===== src/inc/touch_pkg.sv =====
// touch_pkg: shared constants, types and pin groups of the touch panel pin control block.
// assumes a 20 MHz reference clock; every count below is derived from that rate.
//
// Function
// - key event low on permitted key press, high again when debounce scan ends
// - busy high for the whole keypad debounce scan
// - touch busy high from end of sampling until result MSB appears
// - serial output bits change on falling serial clock edge
// - select low and no result bits: serial output driven low
// - serial output high impedance while select stays high
// - serial input sampled on each rising serial clock edge
// - writes accepted only while select is low, host selects every write
// - pen event low on panel touch, only while select is high
// - pen interrupts disabled keeps pen event output high
// - device held in reset while active-low device reset is low
// - X measurement drives X+ and X-, leaves Y- open
// - Y measurement drives Y-, leaves X- open, X+ to converter
// - pressure drives X- and Y+, X+ first value, Y- second
// - pen waiting grounds Y-, X- and Y+ open, X+ pull-up on
// - 12-bit results at no more than 125 kHz sampling rate
package touch_pkg;

    // clock and timing
    localparam int CLK_PERIOD_NS = 50;
    localparam int SAMPLE_NS = 1500;
    localparam int SAMPLE_CYCLES = (SAMPLE_NS + CLK_PERIOD_NS - 1) / CLK_PERIOD_NS;
    localparam int CONVERT_NS = 4000;
    localparam int CONVERT_CYCLES = (CONVERT_NS + CLK_PERIOD_NS - 1) / CLK_PERIOD_NS;
    localparam int MAX_RATE_KHZ = 125;
    localparam int MIN_PERIOD_NS = 1000000 / MAX_RATE_KHZ;
    localparam int MIN_PERIOD_CYCLES = (MIN_PERIOD_NS + CLK_PERIOD_NS - 1) / CLK_PERIOD_NS;
    localparam int DEBOUNCE_US = 1000;
    localparam int DEBOUNCE_CYCLES_DEF = (DEBOUNCE_US * 1000) / CLK_PERIOD_NS;
    localparam int TIMER_W = 16;

    // converter and command layout
    localparam int ADC_BITS = 12;
    localparam int CMD_BITS = 8;
    localparam int CMD_START_BIT = 7;
    localparam int CMD_MODE_LSB = 4;
    localparam int CMD_PEN_EN_BIT = 3;
    localparam int CMD_KEY_EN_BIT = 2;

    // measurement selected by a command
    typedef enum logic [2:0] {
        MODE_NONE = 3'h0,
        MODE_X = 3'h1,
        MODE_Y = 3'h2,
        MODE_Z1 = 3'h3,
        MODE_Z2 = 3'h4
    } conv_mode_e;

    // conversion sequencer
    typedef enum logic [1:0] {
        ST_IDLE = 2'b00,
        ST_SAMPLE = 2'b01,
        ST_CONVERT = 2'b10,
        ST_SHIFT = 2'b11
    } conv_state_e;

    // converter input mux
    typedef enum logic [1:0] {
        SEL_NONE = 2'h0,
        SEL_X_POS = 2'h1,
        SEL_Y_POS = 2'h2,
        SEL_Y_NEG = 2'h3
    } adc_sel_e;

    // plate switch enables, high closes the switch
    typedef struct packed {
        logic x_pos_supply;
        logic x_pos_pullup;
        logic x_neg_ground;
        logic y_pos_supply;
        logic y_neg_ground;
    } plate_sw_s;

    localparam plate_sw_s PLATE_OPEN = 5'h00;

    // pins from outside the clock domain
    typedef struct packed {
        logic device_reset_n;
        logic select_n;
        logic serial_clk;
        logic serial_data;
        logic key_press;
        logic touch_detect;
    } pin_in_s;

    localparam int PIN_W = 6;
    localparam pin_in_s PIN_RST = 6'h30;

endpackage : touch_pkg


===== src/hdl/pin_sync.sv =====
// pin_sync: two-flop synchroniser for a group of pins from outside the clock domain.
// assumes one reference clock; the first stage feeds only the second stage.
`timescale 1ns/100ps
`default_nettype none

module pin_sync #(
    parameter int WIDTH = 1,
    parameter logic [WIDTH-1:0] RST_VAL = '0
) (
    // clock, reset, enable
    input wire logic ref_clk_in,
    input wire logic rst_in,
    input wire logic en_in,
    // pins in, synchronised levels out
    input wire logic [WIDTH-1:0] async_in,
    output logic [WIDTH-1:0] sync_out
);

    logic [WIDTH-1:0] stage1;

    // two stages, both frozen with the enable
    always_ff @(posedge ref_clk_in or posedge rst_in) begin
        if (rst_in) begin
            stage1 <= RST_VAL;
            sync_out <= RST_VAL;
        end else if (en_in) begin
            stage1 <= async_in;
            sync_out <= stage1;
        end
    end

endmodule : pin_sync

`default_nettype wire


===== src/hdl/touch_panel_pin_control.sv =====
// touch_panel_pin_control: pin-level control of a resistive touch panel controller.
// assumes the host drives the serial clock and select; the converter result and
// plate switches sit on the reference clock; all pins pass a two-flop synchroniser.
`timescale 1ns/100ps
`default_nettype none

module touch_panel_pin_control #(
    parameter int DEBOUNCE_CYCLES = touch_pkg::DEBOUNCE_CYCLES_DEF
) (
    // clock, reset, enable
    input wire logic ref_clk_in,
    input wire logic rst_in,
    input wire logic clk_en_in,
    // serial port pins
    input wire logic serial_clk_in,
    input wire logic select_n_in,
    input wire logic serial_data_in,
    output logic serial_data_out,
    output logic serial_data_oe_out,
    // device reset pin
    input wire logic device_reset_n_in,
    // keypad and panel detectors
    input wire logic key_press_in,
    input wire logic touch_detect_in,
    // event and status pins
    output logic key_event_n_out,
    output logic touch_event_n_out,
    output logic busy_out,
    // converter and plate switches
    input wire logic [touch_pkg::ADC_BITS-1:0] adc_result_in,
    output touch_pkg::adc_sel_e adc_sel_out,
    output touch_pkg::plate_sw_s plate_sw_out
);
    import touch_pkg::*;

    localparam logic [TIMER_W-1:0] SAMPLE_LAST = TIMER_W'(SAMPLE_CYCLES - 1);
    localparam logic [TIMER_W-1:0] CONVERT_LAST = TIMER_W'(CONVERT_CYCLES - 1);
    localparam logic [TIMER_W-1:0] PERIOD_LAST = TIMER_W'(MIN_PERIOD_CYCLES - 1);
    localparam logic [TIMER_W-1:0] DEBOUNCE_LAST = TIMER_W'(DEBOUNCE_CYCLES - 1);

    // synchronised pins
    pin_in_s pins_raw;
    pin_in_s pins;

    assign pins_raw.device_reset_n = device_reset_n_in;
    assign pins_raw.select_n = select_n_in;
    assign pins_raw.serial_clk = serial_clk_in;
    assign pins_raw.serial_data = serial_data_in;
    assign pins_raw.key_press = key_press_in;
    assign pins_raw.touch_detect = touch_detect_in;

    pin_sync #(
        .WIDTH(PIN_W),
        .RST_VAL(PIN_RST)
    ) u_pin_sync (
        .ref_clk_in(ref_clk_in),
        .rst_in(rst_in),
        .en_in(clk_en_in),
        .async_in(pins_raw),
        .sync_out(pins)
    );

    // state
    logic sclk_prev;
    logic [2:0] rx_count;
    logic [CMD_BITS-2:0] rx_shift;
    logic pen_enable;
    logic key_enable;
    conv_state_e state;
    conv_state_e next_state;
    conv_mode_e mode;
    logic [TIMER_W-1:0] conv_timer;
    logic [TIMER_W-1:0] next_conv_timer;
    logic [TIMER_W-1:0] rate_timer;
    logic [ADC_BITS-1:0] result_shift;
    logic [3:0] tx_count;
    logic key_scan;
    logic [TIMER_W-1:0] key_timer;
    logic dout_bit;
    logic busy;
    logic key_event_n;
    logic touch_event_n;
    adc_sel_e adc_sel;
    plate_sw_s plate_sw;

    // edge and level decode from synchronised pins
    logic soft_rst;
    logic selected;
    logic sclk_rise;
    logic sclk_fall;
    logic [CMD_BITS-1:0] cmd_word;
    logic cmd_strobe;
    conv_mode_e cmd_mode;
    logic cmd_mode_legal;
    logic conv_start;
    logic sample_done;
    logic convert_done;
    logic tx_last;
    logic key_start;
    logic key_done;

    assign soft_rst = ~pins.device_reset_n;
    assign selected = ~pins.select_n;
    assign sclk_rise = pins.serial_clk & ~sclk_prev;
    assign sclk_fall = ~pins.serial_clk & sclk_prev;

    // command assembly: eighth rising edge under select completes a word
    assign cmd_word = {rx_shift, pins.serial_data};
    assign cmd_strobe = selected & sclk_rise & (rx_count == 3'h7);
    assign cmd_mode = conv_mode_e'(cmd_word[CMD_MODE_LSB +: 3]);
    assign cmd_mode_legal = (cmd_mode == MODE_X) | (cmd_mode == MODE_Y) |
        (cmd_mode == MODE_Z1) | (cmd_mode == MODE_Z2);

    // a start is dropped while sampling, converting or shifting, or inside the minimum period
    assign conv_start = cmd_strobe & cmd_word[CMD_START_BIT] & cmd_mode_legal &
        (state == ST_IDLE) & (rate_timer == '0);

    assign sample_done = (state == ST_SAMPLE) & (conv_timer == SAMPLE_LAST);
    assign convert_done = (state == ST_CONVERT) & (conv_timer == CONVERT_LAST);
    assign tx_last = (tx_count == 4'h0);

    // keypad debounce scan start and end
    assign key_start = key_enable & pins.key_press & ~key_scan;
    assign key_done = key_scan & (key_timer == DEBOUNCE_LAST);

    // serial clock history for edge detection
    always_ff @(posedge ref_clk_in or posedge rst_in) begin
        if (rst_in) begin
            sclk_prev <= 1'b0;
        end else if (clk_en_in) begin
            sclk_prev <= pins.serial_clk;
        end
    end

    // command receiver; select high throws away a partial word
    always_ff @(posedge ref_clk_in or posedge rst_in) begin
        if (rst_in) begin
            rx_count <= 3'h0;
            rx_shift <= '0;
        end else if (clk_en_in) begin
            if (soft_rst || !selected) begin
                rx_count <= 3'h0;
                rx_shift <= '0;
            end else if (sclk_rise) begin
                rx_count <= rx_count + 3'h1;
                rx_shift <= cmd_word[CMD_BITS-2:0];
            end
        end
    end

    // interrupt enables written by any complete command
    always_ff @(posedge ref_clk_in or posedge rst_in) begin
        if (rst_in) begin
            pen_enable <= 1'b0;
            key_enable <= 1'b0;
        end else if (clk_en_in) begin
            if (soft_rst) begin
                pen_enable <= 1'b0;
                key_enable <= 1'b0;
            end else if (cmd_strobe) begin
                pen_enable <= cmd_word[CMD_PEN_EN_BIT];
                key_enable <= cmd_word[CMD_KEY_EN_BIT];
            end
        end
    end

    // conversion sequencer: sample, convert, then wait for the host clock
    always_comb begin
        next_state = state;
        next_conv_timer = conv_timer + TIMER_W'(1);
        unique case (state)
            ST_IDLE: begin
                next_conv_timer = '0;
                if (conv_start) begin
                    next_state = ST_SAMPLE;
                end
            end
            ST_SAMPLE: begin
                if (sample_done) begin
                    next_state = ST_CONVERT;
                    next_conv_timer = '0;
                end
            end
            ST_CONVERT: begin
                // busy holds here until the MSB goes out
                if (convert_done) begin
                    next_conv_timer = conv_timer;
                end
                if (conv_timer == CONVERT_LAST && selected && sclk_fall) begin
                    next_state = ST_SHIFT;
                end
            end
            ST_SHIFT: begin
                next_conv_timer = '0;
                if (!selected || (sclk_fall && tx_last)) begin
                    next_state = ST_IDLE;
                end
            end
        endcase
    end

    // sequencer state and timer
    always_ff @(posedge ref_clk_in or posedge rst_in) begin
        if (rst_in) begin
            state <= ST_IDLE;
            conv_timer <= '0;
        end else if (clk_en_in) begin
            state <= soft_rst ? ST_IDLE : next_state;
            conv_timer <= soft_rst ? '0 : next_conv_timer;
        end
    end

    // measurement mode taken with the start
    always_ff @(posedge ref_clk_in or posedge rst_in) begin
        if (rst_in) begin
            mode <= MODE_NONE;
        end else if (clk_en_in) begin
            if (soft_rst) begin
                mode <= MODE_NONE;
            end else if (conv_start) begin
                mode <= cmd_mode;
            end
        end
    end

    // sampling period guard, counts from each start
    always_ff @(posedge ref_clk_in or posedge rst_in) begin
        if (rst_in) begin
            rate_timer <= '0;
        end else if (clk_en_in) begin
            if (soft_rst) begin
                rate_timer <= '0;
            end else if (conv_start) begin
                rate_timer <= PERIOD_LAST;
            end else if (rate_timer != '0) begin
                rate_timer <= rate_timer - TIMER_W'(1);
            end
        end
    end

    // result capture and serial output, bits move on falling edges
    always_ff @(posedge ref_clk_in or posedge rst_in) begin
        if (rst_in) begin
            result_shift <= '0;
            tx_count <= 4'h0;
            dout_bit <= 1'b0;
        end else if (clk_en_in) begin
            if (soft_rst || (state == ST_SHIFT && !selected)) begin
                tx_count <= 4'h0;
                dout_bit <= 1'b0;
            end else if (state == ST_CONVERT && conv_timer == CONVERT_LAST - TIMER_W'(1)) begin
                // latched once as the timer lands on its end, so the MSB is ready for any fall
                result_shift <= adc_result_in;
            end else if (convert_done && selected && sclk_fall) begin
                // falls during the conversion itself must not move bits out early
                dout_bit <= result_shift[ADC_BITS-1];
                result_shift <= {result_shift[ADC_BITS-2:0], 1'b0};
                tx_count <= 4'(ADC_BITS - 1);
            end else if (state == ST_SHIFT && sclk_fall) begin
                dout_bit <= tx_last ? 1'b0 : result_shift[ADC_BITS-1];
                result_shift <= {result_shift[ADC_BITS-2:0], 1'b0};
                tx_count <= tx_last ? 4'h0 : tx_count - 4'h1;
            end
        end
    end

    // keypad debounce scan timer
    always_ff @(posedge ref_clk_in or posedge rst_in) begin
        if (rst_in) begin
            key_scan <= 1'b0;
            key_timer <= '0;
        end else if (clk_en_in) begin
            if (soft_rst || key_done) begin
                key_scan <= 1'b0;
                key_timer <= '0;
            end else if (key_start) begin
                key_scan <= 1'b1;
                key_timer <= '0;
            end else if (key_scan) begin
                key_timer <= key_timer + TIMER_W'(1);
            end
        end
    end

    // plate switches per measurement; pen waiting only when pen interrupt is on
    plate_sw_s next_plate_sw;
    adc_sel_e next_adc_sel;
    logic measuring;
    logic pen_waiting;

    assign measuring = (state == ST_SAMPLE) | (state == ST_CONVERT);
    assign pen_waiting = ~measuring & pen_enable;

    always_comb begin
        next_plate_sw = PLATE_OPEN;
        next_adc_sel = SEL_NONE;
        if (measuring) begin
            unique case (mode)
                MODE_X: begin
                    next_plate_sw.x_pos_supply = 1'b1;
                    next_plate_sw.x_neg_ground = 1'b1;
                    next_adc_sel = SEL_Y_POS;
                end
                MODE_Y: begin
                    next_plate_sw.y_pos_supply = 1'b1;
                    next_plate_sw.y_neg_ground = 1'b1;
                    next_adc_sel = SEL_X_POS;
                end
                MODE_Z1: begin
                    next_plate_sw.x_neg_ground = 1'b1;
                    next_plate_sw.y_pos_supply = 1'b1;
                    next_adc_sel = SEL_X_POS;
                end
                MODE_Z2: begin
                    next_plate_sw.x_neg_ground = 1'b1;
                    next_plate_sw.y_pos_supply = 1'b1;
                    next_adc_sel = SEL_Y_NEG;
                end
                default: begin
                    next_plate_sw = PLATE_OPEN;
                end
            endcase
        end else if (pen_waiting) begin
            next_plate_sw.y_neg_ground = 1'b1;
            next_plate_sw.x_pos_pullup = 1'b1;
        end
    end

    // pin outputs registered so they never glitch on the panel
    always_ff @(posedge ref_clk_in or posedge rst_in) begin
        if (rst_in) begin
            plate_sw <= PLATE_OPEN;
            adc_sel <= SEL_NONE;
            busy <= 1'b0;
            key_event_n <= 1'b1;
            touch_event_n <= 1'b1;
        end else if (clk_en_in) begin
            plate_sw <= soft_rst ? PLATE_OPEN : next_plate_sw;
            adc_sel <= soft_rst ? SEL_NONE : next_adc_sel;
            busy <= ~soft_rst & ((state == ST_CONVERT) | key_scan);
            key_event_n <= soft_rst | ~key_enable | ~key_scan;
            touch_event_n <= soft_rst | ~pen_enable | selected |
                ~pins.touch_detect;
        end
    end

    // serial output enable follows the synchronised select
    assign serial_data_oe_out = selected;
    assign serial_data_out = dout_bit;
    assign busy_out = busy;
    assign key_event_n_out = key_event_n;
    assign touch_event_n_out = touch_event_n;
    assign adc_sel_out = adc_sel;
    assign plate_sw_out = plate_sw;

endmodule : touch_panel_pin_control

`default_nettype wire


===== config.mk =====
export PLATFORM = sky130hd
export DESIGN_NAME = touch_panel_pin_control
export DESIGN_NICKNAME = d
export VERILOG_FILES = /design/src/inc/touch_pkg.sv /design/src/hdl/pin_sync.sv /design/src/hdl/touch_panel_pin_control.sv
export SDC_FILE = /design/constraint.sdc
export NUM_CORES = 1
export LEC_CHECK = 0
export BUFFER_PORTS_ARGS = -buffer_cell sky130_fd_sc_hd__buf_2
export CAP_MARGIN = 20
export CORE_MARGIN = 4
export CORE_UTILIZATION = 45
export CTS_CLUSTER_SIZE = 16
export DETAILED_ROUTE_END_ITERATION = 12
export SLEW_MARGIN = 40
export SYNTH_ARGS = -nofsm -noshare
export SYNTH_HDL_FRONTEND = slang
export SYNTH_HIERARCHICAL = 1
export SYNTH_SLANG_ARGS = --single-unit

===== constraint.sdc =====
create_clock -name ref_clk_in -period 3.4 [get_ports ref_clk_in]
set_input_delay 0.68 -clock ref_clk_in [delete_from_list [all_inputs] [get_ports ref_clk_in]]
set_output_delay 0.68 -clock ref_clk_in [all_outputs]
set_load 0.05 [all_outputs]

==> flow_summary_export.csv, run 1 <==
group,metric,value,unit
global_route,grt_usage,18.5,%
critical_path,start_kind,"register",
route,drtIter0Drc,455,
layout,drive_gt1_share,13.9,%
synth,synth_top_family_by_area,"simple AND/OR/NAND/NOR gates",
global_route,grt_start_max_net_pins,39,
outcome,outcome,"finished, final reports clean",
sta,fmax,0.366,GHz
place,postPlaceCellArea,6060,um2
die,io_pins,33,
synth,syn_nets,628,
synth,synth_mux_area_share,3.76,%
power_and_ir_drop,seqPwrFrac,45.7,%
synth,seq_area_frac_synth,46.5,%
layout,seq_area,2660,um2
sta,min_period_over_period,80.4,%
power_and_ir_drop,p_int,0.00228,W
global_route,first_global_vias,4462,
power_and_ir_drop,p_sw_share,32.3,%
synth,synth_adder_area_share,2.84,%
power_and_ir_drop,p_switching,0.00109,W
synth,synth_cell_types,66,
clock_tree,root_buffer,"clkbuf_16",
critical_path,crit_start,"conv_timer[11]",
power_and_ir_drop,power_frac_comb,21.9,%
die,die_area,14600,um2
route,dr.pass1.iters,4,
die,die_h,121,um
die,start_util,46.9,%
layout,area_growth,11.3,%
synth,synth_simple_gate_area_share,21.4,%
power_and_ir_drop,power_density,529,nW/um2
route,avgViaCountPerCell,5.80,
critical_path,worstSetupPathType,"reg -> reg",
global_route,overflow,0,
critical_path,critPathRequiredTime,3620,ps
sta,fin_tns_setup,0,ps
critical_path,worstRegToRegCells,5,
critical_path,crit_end,"conv_timer[2]",
clock_tree,clk_latency,350,ps
synth,yosys_warnings,6,
route,antenna_left,0,
power_and_ir_drop,pwr-share-clk,32.5,%
layout,nets,655,
worst_hold_path,hp-class,"in -> async",
power_and_ir_drop,p_leak,2.73,nW
synth,synth.area.top_cells,"dfrtp_1 44%, nand2_1 4.1%, o21ai_0 3.7%",
synth,syn_avg_cell_area,9.64,um2
clock_tree,cts-resized-gates,0,
critical_path,arrival,2950,ps
die,core,12200,um2
layout,diodes,0,
sta,slew_violations,0,
die,core.rowCount,40,
synth,synth_edf_count,0,
sta,hold_slack,334,ps
critical_path,timing.rr.start,"conv_timer[11]",
synth,synth_cells,594,
layout,multi_input_area,2810,um2
critical_path,endpoint_kind,"register",
route,num_vias,4605,
clock_tree,cts_tree,"done",
place,io_buffers,32,
place,dp.cells,778,
clock_tree,cts_made_buffers,9,
global_route,antenna_found_initial,0,
place,gp_congestion,0.875,
sta,setup_viol,0,
synth,synthXorXnorAreaFrac,2.60,%
clock_tree,clk_pin_slew,70,ps
synth,async_reset_ff_share,100,%
synth,synthesis.area,5730,um2
layout,stdcell_area,6370,um2
synth,synth_compound_area_share,18.5,%
sta,period_minus_slack,2730,ps
power_and_ir_drop,power.ir.vdd_worst,0.000399,V
route,drc,0,
place,dp_hpwl,8950,um
clock_tree,ctsHoldBuffers,0,
global_route,grt_pass1_wl,22000,um
critical_path,critPathMaxFanout,11,
synth,yosysTopAreaCell,"dfrtp_1",
sta,tightest_slew,765,ps
run,max_cap_violations,0,
synth,ys.flop_type,"dfrtp_1",
sta,finalHoldViolCount,0,
route,routed_wl,12800,um
clock_tree,htree_levels,3,
route,routedWlPerCell,16.1,um
layout,layout.cells.non_filler,794,
critical_path,reg2reg_slack,670,ps
synth,ys_ff_latch,106,
sta,fin_worst_skew,8.75,ps
sta,rsz0062_at_grt,"no",
clock_tree,cts_setup_buffers,0,
clock_tree,clk_path_buf_depth,2,
sta,relSlewSlack,48.5,%
layout,num-fill-cells,1156,
die,die_x,121,um
clock_tree,cts_sinks,106,
synth,synth_top_area_share,43.7,%
critical_path,r2r_end,"conv_timer[2]",
==> cell usage after synthesis, types with 11 or more instances <==
master,number
a21oi_1,21
a221o_1,12
and2_1,11
clkbuf_1,18
dfrtp_1,100
ha_1,13
inv_1,35
nand2_1,63
nand3_1,17
nand4_1,13
nor2_1,33
nor3_1,14
nor3b_1,11
o21ai_0,42
==> cell type report <==
type,count,area share [%]
multi-input cells,426,44.1
clock buffers,9,3.53
repair buffers,43,3.81
well taps,168,3.30
flip-flops and latches,106,41.7
inverters,35,2.08
clock inverters,7,1.39
==> power groups by stage <==
stage / clock network, W / registers (W) / logic, W
final: 0.00109 / 0.00154 / 0.000737
after global routing: 0.00118 / 0.00156 / 0.000842
after CTS: 0.00112 / 0.00154 / 0.000742
after detailed placement: 0 / 0.00156 / 0.000738
after global placement: 0 / 0.00156 / 0.000724
after floorplan: 0 / 0.00153 / 0.000581
==> state kept, by name, summed over array words and instances, names as in the netlist, 2 cells and up <==
| register | flops |
|---|---|
| plate_sw_out | 5 |
| adc_sel_out | 2 |
| mode | 3 |
| state | 2 |
| u_pin_sync/sync_out | 6 |
| key_timer | 16 |
| tx_count | 4 |
| rx_count | 3 |
| result_shift | 12 |
| conv_timer | 16 |
| rx_shift | 7 |
| u_pin_sync/stage1 | 6 |
| rate_timer | 16 |
==> stage by stage <==
step	util, %	power [W]	worst slack [ps]
6_report	52.2	0.00337	666
3_5_place_dp	49.6	0.00230	699
3_3_place_gp	49.6	0.00228	782
4_1_cts	52.2	0.00340	677
5_1_grt	52.2	0.00358	486
2_1_floorplan	-	0.00211	275
==> layer usage <==
metal  vias up  wire length, um  track usage [%]
met2        80             6050             29.5
li1       2231                -                -
met3        10              389             3.93
met1      2284             6200             25.5
met4         0              144             4.96
met5         -                0                0
==> layout by cell type (no fill, tap or decap), types with 6 or more instances in the layout <==
cell	Yosys	layout
a21oi_1	21	21
buf_4	0	11
nand3_1	17	17
nand2b_1	6	6
a31oi_1	9	9
nor3b_1	11	11
clkbuf_16	0	9
inv_1	35	34
o21ai_0	42	42
a221o_1	12	12
nand4_1	13	13
and2_1	11	11
ha_1	13	13
xor2_1	10	10
nor4_1	7	7
dfstp_2	6	6
dfrtp_1	100	100
buf_2	6	32
nand2_1	63	63
a22o_1	10	10
nor3_1	14	14
nor2_1	33	33
xnor2_1	7	7
mux2_4	10	10
and3_1	9	9
o31ai_1	7	7
==> critical path, cell delays in order (launching register included) <==
cell	delay [ps]
dfrtp_1	430
or4_4	570
or3_1	460
o21ai_1	530
nand2b_1	440
o21ai_0	160
==> worst min path at each step <==
stage	depth (start not counted)	start	end	slack [ps]
floorplan	2	rx_shift[0]	rx_shift[0]	450
global placement	2	rx_shift[0]	rx_shift[0]	470
detailed placement	1	rate_timer[15]	rate_timer[15]	480
CTS	2	rst_in	u_pin_sync/stage1[0]	340
global route	2	rst_in	u_pin_sync/stage1[0]	360
finish	2	rst_in	u_pin_sync/stage1[1]	330
==> logic make-up (layout without fill, tap and decap cells) <==
group                      count (synthesis)  after routing
and+or+nand+nor                          226            226
AOI/OAI and AO/OA                        154            154
DFF                                      106            106
buffers and inverters                     62             94
xor gates and xnor gates                  17             17
muxes                                     16             16
adders and majority gates                 13             13
Power figures use the tool's default switching activity.
==> inputs of run 2 (changes only) <==
==> constraint.sdc (replaced) <==
create_clock -name ref_clk_in -period 2.9 [get_ports ref_clk_in]
set_input_delay 0.58 -clock ref_clk_in [delete_from_list [all_inputs] [get_ports ref_clk_in]]
set_output_delay 0.58 -clock ref_clk_in [all_outputs]
set_load 0.05 [all_outputs]
==> run 2 against run 1 <==
Compared with the run above: combinational power up 18%; setup slack worse by 280 ps; first-iteration DRC count down 20%; clock skew down 3.0 ps; sequential share of layout area down 0.49 points; final area up 1.2%; largest cell class unchanged; non-clock buffer count up 4; sequential power up 18%; via count up 0.28%; critical path type unchanged; largest power group unchanged.
==> flow_summary_export.csv, run 2 (synthesis gave the netlist of run 1 again) <==
group,metric,value,unit
outcome,outcome,"finished, final reports clean",
sta,min_period_over_period,86.5,%
clock_tree,clk_latency,360,ps
layout,mostFrequentLayoutCell,"dfrtp_1",
critical_path,crit_chain,"or4_4, or3_1, or2_1, a31oi_4, mux2_1",
worst_hold_path,hp-class,"in -> async",
critical_path,endpoint_kind,"register",
clock_tree,cts_made_buffers,9,
power_and_ir_drop,power_density,625,nW/um2
sta,setup_viol,0,
layout,diodes,0,
global_route,overflow,0,
clock_tree,cts_sinks,106,
die,core,12200,um2
critical_path,worstSetupPathType,"reg -> reg",
critical_path,arrival,2750,ps
layout,drive_gt1_share,14.1,%
critical_path,cp_num_buf_inv,0,
critical_path,critPathMaxFanout,8,
global_route,grt_start_max_net_pins,38,
layout,seq_area,2660,um2
critical_path,critPathRequiredTime,3140,ps
place,io_buffers,32,
route,antenna_left,0,
sta,finalHoldViolCount,0,
route,dr.pass1.iters,5,
sta,fin_worst_skew,5.75,ps
place,dp_hpwl,8820,um
die,start_util,46.9,%
layout,area_growth,12.6,%
power_and_ir_drop,power.ir.vdd_worst,0.000387,V
critical_path,worstRegToRegCells,5,
clock_tree,clk_path_buf_depth,2,
layout,reg_top3,"conv_timer: 16 flops, key_timer: 16 flops, rate_timer: 16 flops",
sta,hold_slack,189,ps
sta,period_minus_slack,2510,ps
route,avgViaCountPerCell,5.79,
sta,relSlewSlack,58.2,%
route,routed_wl,12500,um
critical_path,cp.depth,5,
sta,fmax,0.399,GHz
clock_tree,ctsHoldBuffers,0,
critical_path,start_kind,"register",
critical_path,crit_end,"serial_data_out",
critical_path,r2r_end,"serial_data_out",
global_route,grt_usage,17.9,%
critical_path,crit_family,"simple AND/OR/NAND/NOR gates",
critical_path,timing.rr.start,"conv_timer[5]",
global_route,antenna_found_initial,0,
sta,tightest_slew,627,ps
route,num_vias,4618,
clock_tree,htree_levels,3,
clock_tree,clk_pin_slew,70,ps
sta,fin_tns_setup,0,ps
layout,nets,659,
clock_tree,cts_tree,"done",
run,max_cap_violations,0,
global_route,grt_pass1_wl,21200,um
die,die_x,121,um
critical_path,crit_slowest_cell,"or4_4",
die,io_pins,33,
sta,rsz0062_at_grt,"no",
critical_path,reg2reg_slack,390,ps
clock_tree,cts-resized-gates,0,
layout,num-fill-cells,1152,
clock_tree,cts_setup_buffers,0,
die,core.rowCount,40,
critical_path,crit_start,"conv_timer[5]",
clock_tree,root_buffer,"clkbuf_16",
layout,multi_input_area,2810,um2
place,gp_congestion,0.893,
route,routedWlPerCell,15.6,um
critical_path,crit_path_max_incr_delay,580,ps
route,drtIter0Drc,362,
global_route,first_global_vias,4384,
sta,slew_violations,0,
route,drc,0,
power_and_ir_drop,p_leak,2.77,nW
layout,final_cell_mix,"100 x dfrtp_1, 63 x nand2_1, 42 x o21ai_0, 34 x inv_1, 33 x nor2_1",
die,die_h,121,um
die,die_area,14600,um2
==> run 2: cell types whose count changed in the layout (fill, tap and decap cells not counted), sizes merged <==
cell / change
bufinv: +1
buf: +4
clkinv: -4
clkinvlp: +1
clkbuf: +2
==> run 2: power breakdown <==
part           total, W  switching (W)  internal (W)
clock           0.00135       0.000559      0.000788
combinational  0.000873       0.000509      0.000363
sequential      0.00181       0.000177       0.00163
==> run 2: through the flow <==
step	setup slack (ps)	power, W	area [um2]	util (%)	std cells
finish	391	0.00403	6450	52.8	798
global route	235	0.00427	6450	52.8	798
CTS	384	0.00408	6420	52.6	797
detailed placement	398	0.00271	6090	49.9	781
global placement	464	0.00268	6090	49.9	781
floorplan	503	0.00247	5730	-	594
==> run 2: cell type report <==
cell class,instances,area share (%)
clock buffer,11,3.76
clock inverter,5,1.32
inverter,35,2.10
multi-input combinational,426,43.6
sequential,106,41.2
tap,168,3.26
timing repair buffer,47,4.73
==> run 2: worst min-delay path by stage <==
| stage | from | to | slack, ps | cells past startpoint |
|---|---|---|---|---|
| 3_3_place_gp | rx_shift[0] | rx_shift[0] | 470 | 2 |
| 5_1_grt | rst_in | rx_count[1] | 180 | 2 |
| 4_1_cts | rst_in | u_pin_sync/stage1[3] | 230 | 2 |
| 3_5_place_dp | serial_data_out | serial_data_out | 480 | 1 |
| 2_1_floorplan | rst_in | u_pin_sync/stage1[0] | 440 | 1 |
| 6_report | rst_in | rx_shift[2] | 190 | 2 |
==> run 2: per-layer routing <==
layer / GRT usage, % / wire length, um / up-vias
met1: 24.7 / 6000 / 2267
met3: 5.14 / 551 / 16
met2: 27.4 / 5710 / 94
met4: 5.45 / 188 / 0
li1: - / - / 2241
met5: 0 / 0 / -
